### src/logic/pd_pkg.sv
// Package: constants and types for the DDR3 power-down and reset tracker
package pd_pkg;
    // ----------------------------------------------------------------
    // Command encoding (cs_n, ras_n, cas_n, we_n)
    // ----------------------------------------------------------------
    localparam logic [3:0] CMD_NOP   = 4'h7; // 0111
    localparam logic [3:0] CMD_ACT   = 4'h3; // 0011
    localparam logic [3:0] CMD_RD    = 4'h5; // 0101
    localparam logic [3:0] CMD_WR    = 4'h4; // 0100
    localparam logic [3:0] CMD_PRE   = 4'h2; // 0010
    localparam logic [3:0] CMD_REF   = 4'h1; // 0001
    localparam logic [3:0] CMD_MRS   = 4'h0; // 0000
    localparam logic [3:0] CMD_ZQ    = 4'h6; // 0110
    // ----------------------------------------------------------------
    // Field positions
    // ----------------------------------------------------------------
    localparam int A_AP      = 10;     // Auto precharge address bit
    localparam int MR1_FAST  = 12;     // Precharge power-down exit mode
    localparam int MR0_WR_HI = 11;     // Write recovery field
    localparam int MR0_WR_LO = 9;
    localparam logic [2:0] WR_RST = 3'h1; // Write recovery code after reset
    localparam logic       FAST_RST = 1'b0; // Slow exit after reset
    // ----------------------------------------------------------------
    // Timing
    // ----------------------------------------------------------------
    localparam int CLK_PS       = 50000;  // 20 MHz period in ps
    localparam int RST_MIN_NS   = 100;    // Least reset low time
    localparam int RST_MIN_CYC  = (RST_MIN_NS * 1000 + CLK_PS - 1) / CLK_PS;
    localparam int XPDLL_CK     = 10;     // DLL exit minimum clocks
    localparam int XPDLL_NS     = 24;     // DLL exit minimum time
    localparam int XPDLL_NS_CYC = (XPDLL_NS * 1000 + CLK_PS - 1) / CLK_PS;
    localparam int XPDLL_CYC    = (XPDLL_CK > XPDLL_NS_CYC) ? XPDLL_CK : XPDLL_NS_CYC;
    localparam int CPDED_CYC    = 1;      // Buffer disable delay after entry
    localparam int BUSY_W       = 6;      // Width of in-progress counters
    // ----------------------------------------------------------------
    // Power state, Gray coded along idle -> entering -> down -> exiting
    // ----------------------------------------------------------------
    typedef enum logic [2:0] {
        ST_RESET = 3'h4,
        ST_UP    = 3'h0,
        ST_SETTL = 3'h1,
        ST_DOWN  = 3'h3,
        ST_EXIT  = 3'h2
    } pwr_t;
endpackage : pd_pkg

### src/logic/bank_if.sv
// Interface: per-bank open state shared with the bank tracker
`timescale 1ns/1ps
interface bank_if #(parameter int NB = 8);
    logic          act;      // Activate strobe
    logic          pre;      // Precharge strobe
    logic          pre_all;  // Precharge all strobe
    logic [2:0]    ba;       // Bank address
    logic [NB-1:0] open_map; // Open banks
    modport ctl  (output act, output pre, output pre_all, output ba, input open_map);
    modport bank (input act, input pre, input pre_all, input ba, output open_map);
endinterface : bank_if

### src/logic/bank_state.sv
// Bank tracker: remembers which banks hold an open row
`timescale 1ns/1ps
module bank_state #(
    parameter int NB = 8
) (
    input  wire logic mclk,
    input  wire logic rst,
    input  wire logic clr,     // Internal reset from reset pin
    bank_if.bank      bif
);
    // ----------------------------------------------------------------
    // Per-bank open flag
    // ----------------------------------------------------------------
    genvar g;
    generate
        for (g = 0; g < NB; g++) begin : g_bank
            // Activate opens, precharge of this bank or precharge all closes
            always_ff @(posedge mclk or posedge rst) begin
                if (rst) begin
                    bif.open_map[g] <= 1'b0;
                end else if (clr) begin
                    bif.open_map[g] <= 1'b0;
                end else if (bif.act && bif.ba == 3'(g)) begin
                    bif.open_map[g] <= 1'b1;
                end else if (bif.pre_all || (bif.pre && bif.ba == 3'(g))) begin
                    bif.open_map[g] <= 1'b0;
                end
            end
        end
    endgenerate
endmodule // bank_state

### src/logic/ddr3_pd_reset.sv
// Device-side power-down and reset behaviour of a DDR3 memory
`timescale 1ns/1ps
module ddr3_pd_reset #(
    parameter int NB       = 8,  // Number of banks
    parameter int ROW_BUSY = 4,  // Clocks an activate or precharge stays in progress
    parameter int REF_BUSY = 16  // Clocks a refresh stays in progress
) (
    input  wire logic        mclk,
    input  wire logic        rst,
    input  wire logic        reset_n,     // Memory reset pin, active low
    input  wire logic        cke,         // Clock enable pin
    input  wire logic [3:0]  cmd,         // cs_n, ras_n, cas_n, we_n
    input  wire logic [2:0]  ba,          // Bank address
    input  wire logic [15:0] addr,        // Address bus
    input  wire logic        odt,         // Termination control pin
    output logic             pd_active,   // Active power-down
    output logic             pd_precharge,// Precharge power-down
    output logic             dll_on,      // DLL running
    output logic             buf_en,      // Input/output buffers enabled
    output logic             odt_async,   // Termination in asynchronous mode
    output logic             rtt_on,      // Termination applied
    output logic             out_en,      // Data outputs may drive
    output logic             in_reset,    // Device held in reset
    output logic [2:0]       wr_code,     // Programmed write recovery
    output logic [15:0]      ref_count    // Internal refresh counter
);
    // ----------------------------------------------------------------
    // State and bank tracking
    // ----------------------------------------------------------------
    localparam int BUSY_W = pd_pkg::BUSY_W; // Counter width, declared before its first use
    pd_pkg::pwr_t        state;        // Power state
    logic                fast_exit;    // Stored exit mode bit
    logic [BUSY_W-1:0]   busy;         // In-progress internal operation
    logic [4:0]          dll_cnt;      // Asynchronous termination hold
    logic                cke_q;        // Previous clock enable
    logic                nop;          // Command is NOP or deselect
    logic                any_open;     // Any bank open

    bank_if #(.NB(NB)) bif ();

    assign nop      = cmd[3] || (cmd == pd_pkg::CMD_NOP);
    assign any_open = |bif.open_map;
    assign bif.act     = (state == pd_pkg::ST_UP) && cke && cmd == pd_pkg::CMD_ACT;
    assign bif.pre     = (state == pd_pkg::ST_UP) && cke && cmd == pd_pkg::CMD_PRE;
    assign bif.pre_all = bif.pre && addr[pd_pkg::A_AP];
    assign bif.ba      = ba;

    // Bank tracker, cleared while reset pin low
    bank_state #(.NB(NB)) u_bank (
        .mclk (mclk),
        .rst  (rst),
        .clr  (!reset_n),
        .bif  (bif)
    );

    // ----------------------------------------------------------------
    // Mode register capture
    // ----------------------------------------------------------------
    // MRS loads exit mode and write recovery; bank address picks register
    always_ff @(posedge mclk or posedge rst) begin
        if (rst) begin
            fast_exit <= pd_pkg::FAST_RST;
            wr_code   <= pd_pkg::WR_RST;
        end else if (!reset_n) begin
            fast_exit <= pd_pkg::FAST_RST;
            wr_code   <= pd_pkg::WR_RST;
        end else if (state == pd_pkg::ST_UP && cke && cmd == pd_pkg::CMD_MRS) begin
            if (ba == 3'h0) begin
                wr_code <= addr[pd_pkg::MR0_WR_HI:pd_pkg::MR0_WR_LO];
            end
            if (ba == 3'h1) begin
                fast_exit <= addr[pd_pkg::MR1_FAST];
            end
        end
    end

    // ----------------------------------------------------------------
    // In-progress row, precharge and refresh work
    // ----------------------------------------------------------------
    // finish internal work first
    always_ff @(posedge mclk or posedge rst) begin
        if (rst) begin
            busy <= '0;
        end else if (!reset_n) begin
            busy <= '0;
        end else if (state == pd_pkg::ST_UP && cke && cmd == pd_pkg::CMD_REF) begin
            busy <= BUSY_W'(REF_BUSY);
        end else if (bif.act || bif.pre) begin
            busy <= BUSY_W'(ROW_BUSY);
        end else if (busy != '0) begin
            busy <= busy - BUSY_W'(1);
        end
    end

    // ----------------------------------------------------------------
    // Refresh counter
    // ----------------------------------------------------------------
    // reset clears refresh counter
    always_ff @(posedge mclk or posedge rst) begin
        if (rst) begin
            ref_count <= '0;
        end else if (!reset_n) begin
            ref_count <= '0;
        end else if (state == pd_pkg::ST_UP && cke && cmd == pd_pkg::CMD_REF) begin
            ref_count <= ref_count + 16'h0001;
        end
    end

    // ----------------------------------------------------------------
    // Power state machine
    // ----------------------------------------------------------------
    // Reset pin wins in every state; it is sampled on mclk edges, so a low pulse between edges is missed
    always_ff @(posedge mclk or posedge rst) begin
        if (rst) begin
            state <= pd_pkg::ST_RESET;
            cke_q <= 1'b0;
        end else begin
            cke_q <= cke;
            if (!reset_n) begin
                state <= pd_pkg::ST_RESET;
            end else begin
                case (state)
                    pd_pkg::ST_RESET: begin
                        // Leave reset once the pin is high and CKE is sampled high on the same edge (cke, not cke_q)
                        if (cke) begin
                            state <= pd_pkg::ST_UP;
                        end
                    end
                    pd_pkg::ST_UP: begin
                        // entry on CKE low with NOP
                        if (!cke && nop) begin
                            state <= pd_pkg::ST_SETTL;
                        end
                    end
                    pd_pkg::ST_SETTL: begin
                        if (cke && nop) begin
                            state <= pd_pkg::ST_EXIT;
                        end else if (busy == '0) begin
                            state <= pd_pkg::ST_DOWN;
                        end
                    end
                    pd_pkg::ST_DOWN: begin
                        // exit on CKE high with NOP
                        if (cke && nop) begin
                            state <= pd_pkg::ST_EXIT;
                        end
                    end
                    pd_pkg::ST_EXIT: begin
                        state <= pd_pkg::ST_UP;
                    end
                    default: begin
                        state <= pd_pkg::ST_RESET;
                    end
                endcase
            end
        end
    end

    // ----------------------------------------------------------------
    // Power-down mode flags
    // ----------------------------------------------------------------
    // Mode is settled only once internal work is over
    always_ff @(posedge mclk or posedge rst) begin
        if (rst) begin
            pd_active    <= 1'b0;
            pd_precharge <= 1'b0;
            dll_on       <= 1'b0;
        end else if (!reset_n) begin
            pd_active    <= 1'b0;
            pd_precharge <= 1'b0;
            dll_on       <= 1'b0;
        end else if (state == pd_pkg::ST_SETTL && busy == '0 && !cke) begin
            pd_active    <= any_open;
            pd_precharge <= !any_open;
            // exit bit keeps or stops DLL
            dll_on       <= any_open || fast_exit;
        end else if (state == pd_pkg::ST_DOWN) begin
            dll_on <= dll_on;
        end else begin
            pd_active    <= 1'b0;
            pd_precharge <= 1'b0;
            dll_on       <= 1'b1;
        end
    end

    // ----------------------------------------------------------------
    // Buffer gating
    // ----------------------------------------------------------------
    // buffers off while down; CKE, clock, ODT and reset stay live
    always_ff @(posedge mclk or posedge rst) begin
        if (rst) begin
            buf_en <= 1'b0;
        end else begin
            buf_en <= reset_n && (state == pd_pkg::ST_UP || state == pd_pkg::ST_EXIT);
        end
    end

    // ----------------------------------------------------------------
    // Asynchronous termination window
    // ----------------------------------------------------------------
    // slow exit holds async mode for DLL relock after CKE rises
    always_ff @(posedge mclk or posedge rst) begin
        if (rst) begin
            odt_async <= 1'b0;
            dll_cnt   <= '0;
        end else if (!reset_n) begin
            odt_async <= 1'b0;
            dll_cnt   <= '0;
        end else if (state == pd_pkg::ST_UP && !cke && nop && !any_open && !fast_exit) begin
            odt_async <= 1'b1;
            dll_cnt   <= 5'(pd_pkg::XPDLL_CYC);
        end else if (odt_async && cke && cke_q) begin
            // Count only after exit is registered
            if (dll_cnt == 5'h01) begin
                odt_async <= 1'b0;
            end
            dll_cnt <= dll_cnt - 5'h01;
        end
    end

    // ----------------------------------------------------------------
    // Reset-driven outputs and termination
    // ----------------------------------------------------------------
    // outputs and termination off while reset low
    always_ff @(posedge mclk or posedge rst) begin
        if (rst) begin
            in_reset <= 1'b1;
            out_en   <= 1'b0;
            rtt_on   <= 1'b0;
        end else begin
            in_reset <= !reset_n || state == pd_pkg::ST_RESET;
            out_en   <= reset_n && state == pd_pkg::ST_UP;
            rtt_on   <= reset_n && state != pd_pkg::ST_RESET && odt;
        end
    end
endmodule // ddr3_pd_reset

### config.mk
export PLATFORM = sky130hd
export DESIGN_NAME = ddr3_pd_reset
export DESIGN_NICKNAME = d
export VERILOG_FILES = /design/src/logic/pd_pkg.sv /design/src/logic/bank_if.sv /design/src/logic/bank_state.sv /design/src/logic/ddr3_pd_reset.sv
export SDC_FILE = /design/constraint.sdc
export NUM_CORES = 1
export LEC_CHECK = 0
export ABC_AREA = 0
export CORE_MARGIN = 5
export CORE_UTILIZATION = 30
export DETAILED_ROUTE_END_ITERATION = 12
export DONT_BUFFER_PORTS = 1
export HOLD_SLACK_MARGIN = 0.15
export MAX_ROUTING_LAYER = met4
export PLACE_DENSITY_LB_ADDON = 0.12
export SLEW_MARGIN = 10
export SYNTH_ARGS = -nofsm -noshare
export SYNTH_HDL_FRONTEND = slang
export SYNTH_SLANG_ARGS = --single-unit
### constraint.sdc
create_clock -name mclk -period 2.6 [get_ports mclk]
set_clock_uncertainty 0.1 [all_clocks]
set_input_delay 0.39 -clock mclk [delete_from_list [all_inputs] [get_ports mclk]]
set_output_delay 0.39 -clock mclk [all_outputs]
set_load 0.005 [all_outputs]
==> flow_summary.yaml <==
logic_synthesis:
  synth_edf_count: 0
  synth_nets: 306
  synth_most_common_cell: "dfrtp_1"
  synth-seq-area-share_pct: 49.1
  yosys.cell_types.count: 42
  synthFlopType: "dfrtp_1"
  synthArstFlopShare_pct: 100
  synth.largest_area_cell: "dfrtp_1"
  synth_top_cell_area_share_pct: 46.1
  syn_area_mm2: 0.00261
  synth_commonest_cells: "dfrtp_1 (48), nor2_1 (26), nand2_1 (25)"
  synth_warnings: 0
  syn_inst: 273
  synth_area_leaders: "dfrtp_1 (46%), nor2_1 (3.7%), nand2_1 (3.6%)"
  syn_avg_cell_area_um2: 9.55
  ys_ff_latch: 51
floorplanning:
  die_y_um: 103
  initial_core_util_pct: 30.3
  die_area_mm2: 0.0107
  num_io_pins: 55
  die_x_um: 103
  fp.coreArea_mm2: 0.00859
  rows: 34
final_layout:
  area_delta_synth_final_pct: 12.1
  drive_gt1_share_pct: 7.75
  nNetsFinal: 316
  final_area_mm2: 0.00292
  fin_cells: 392
  diodes: 0
global_route:
  antenna_found_initial: 0
  grt_usage_pct: 13.7
  first_global_vias: 2063
  grt_pass1_wl_um: 10900
  grt_max_degree: 52
  grt-ovfl-total: 0
place:
  dp_hpwl_um: 4440
  port_buffers: 0
  gp_congestion: 0.757
  dp_cells: 373
  place_area_mm2: 0.00273
clock_tree:
  clockRootBuffer: "clkbuf_8"
  h-tree-depth: 2
  cts_repair_resize_count: 0
  numClockSinks: 51
  cts_tree: "built"
  clk_latency_ps: 300
  clk_pin_slew_ps: 100
  numCtsBuffers: 5
  clockBufferDepth: 2
critical_path:
  end_kind: "register"
  crit_path_cell_trace: "or4b_1 -> or4_4 -> or4_1 -> a21oi_1"
  worstPathArrival_ps: 2540
  criticalPathCategory: "register to register"
  worst_path_max_delay_cell: "or4_4"
  slowest_delay_ps: 640
  crit_required_ps: 2730
  startpoint_type: "register"
  crit_fanout: 16
pwr:
  power_leakage_nw: 1.18
  power_density_mw_per_mm2: 581
  peakVddDrop_v: 0.000275
drt:
  ant_nets: 0
  avgRoutedWirePerCell_um: 17.0
  vias: 2116
  drc: 0
  dr.pass1.iters: 6
  drt-total-wl_um: 6670
  post_drt_via_cell_ratio: 5.40
  drt_iter0_drc: 109
hold_path:
  holdCritPathClass: "primary input to register"
status:
  status: "finished clean"
sta:
  finalWorstPathRequiredPeriod_ps: 2410
  finalHoldWorstSlack_ps: 162
  setup_violations: 0
  grt_setup_unrepaired: "no"
  hold_viol: 0
  max_freq_mhz: 415
  finalSetupTns_ps: 0
  maxSlewHeadroom_pct: 49.2
  tightest_slew_ps: 761
  drv_slew: 0
  post-route-period-util_pct: 92.7
job:
  cap_violations: 0
-- layout make-up --
cell class / count / area (µm²)
Clock buffer: 7 / 76.3
Clock inverter: 1 / 5.00
Fill cell: 912 / 5670
Inverter: 13 / 48.8
Multi-Input combinational cell: 195 / 1210
Sequential cell: 51 / 1280
Tap cell: 108 / 135
Timing Repair Buffer: 17 / 168
-- where the power goes --
group / total (mW) / leakage, nW / switching [mW] / internal (mW)
combinational: 0.365 / 0.447 / 0.212 / 0.153
clock: 0.448 / 0.0422 / 0.259 / 0.190
sequential: 0.886 / 0.690 / 0.0427 / 0.843
-- critical path: cells and delay by family, from the launching register on --
kind             cells  cell delay, ps
AND/OR/NAND/NOR      3            1710
flip-flops           1             380
AO/OA/AOI/OAI        1             150
-- metal layers --
layer | vias up | part of all wire, % | global-route usage (%)
li1 | 1034 | - | -
met2 | 52 | 45 | 19.5
met1 | 1025 | 48 | 19.0
met5 | - | 0 | -
met3 | 5 | 6.3 | 4.02
met4 | 0 | 0.77 | 3.29
-- state kept, by name, summed over array words and instances (netlist names), 3 cells and up --
name / count
ref_count: 16
u_bank.bif.open_map: 8
busy: 6
dll_cnt: 5
state: 3
wr_code: 3
-- final timing paths --
check	start	endpoint	slack, ps	cells after the start
setup / recovery	state[2]$_DFFE_PP1P_	ref_count[15]$_DFFE_PP0P_	190	4
hold / removal	reset_n	u_bank.bif.open_map[2]$_DFFE_PP0P_	160	2
setup reg to reg	state[2]$_DFFE_PP1P_	ref_count[15]$_DFFE_PP0P_	190	4
hold reg to reg	fast_exit$_DFFE_PP0P_	fast_exit$_DFFE_PP0P_	430	2
max in group asynchronous	rst	in_reset$_DFF_PP1_	1620	3
min in group asynchronous	rst	ref_count[14]$_DFFE_PP0P_	480	3
-- metrics by stage --
step / util [%] / power (mW) / setup WS [ps]
after floorplan: - / 1.18 / 123
after global placement: 31.8 / 1.24 / 180
after detailed placement: 31.8 / 1.24 / 158
after CTS: 34.0 / 1.73 / 174
after global routing: 34.0 / 1.81 / 31.7
final: 34.0 / 1.70 / 190
-- cell usage in the layout, fill, tap and decap left out, drive strengths merged, types with 2 or more instances in the layout --
| cell | n |
|---|---|
| nor2b | 2 |
| xor2 | 6 |
| and3 | 2 |
| or4 | 9 |
| or2 | 4 |
| dfstp | 3 |
| o21ai | 7 |
| nor2 | 26 |
| nand2 | 25 |
| o31ai | 10 |
| o41ai | 8 |
| mux2i | 3 |
| inv | 13 |
| nand3 | 12 |
| dlygate4sd3 | 11 |
| nor3 | 5 |
| ha | 5 |
| o211ai | 8 |
| a31oi | 8 |
| nor4b | 2 |
| dfrtp | 48 |
| nand2b | 2 |
| nand4b | 2 |
| clkbuf | 7 |
| or3 | 3 |
| nand4 | 8 |
| xnor2 | 7 |
| buf | 6 |
| a21oi | 14 |
| nor4 | 7 |
-- kinds of logic (layout without fill, tap and decap cells) --
| family | Yosys count | after routing | share of synthesized area, % |
|---|---|---|---|
| xor gates and xnor gates | 13 | 13 | 4.37 |
| adders and majority gates | 5 | 5 | 2.40 |
| buffers and inverters | 27 | 38 | 4.51 |
| and+or+nand+nor | 113 | 113 | 22.7 |
| AOI/OAI and AO/OA | 61 | 61 | 15.7 |
| DFF | 51 | 51 | 49.1 |
| muxes | 3 | 3 | 1.15 |
-- what timing repair did --
item | CTS | global route
buffers inserted | 0 | 0
hold buffers | 11 | 0
hold endpoints to repair | 67 | 0
Power figures use the tool's default switching activity.
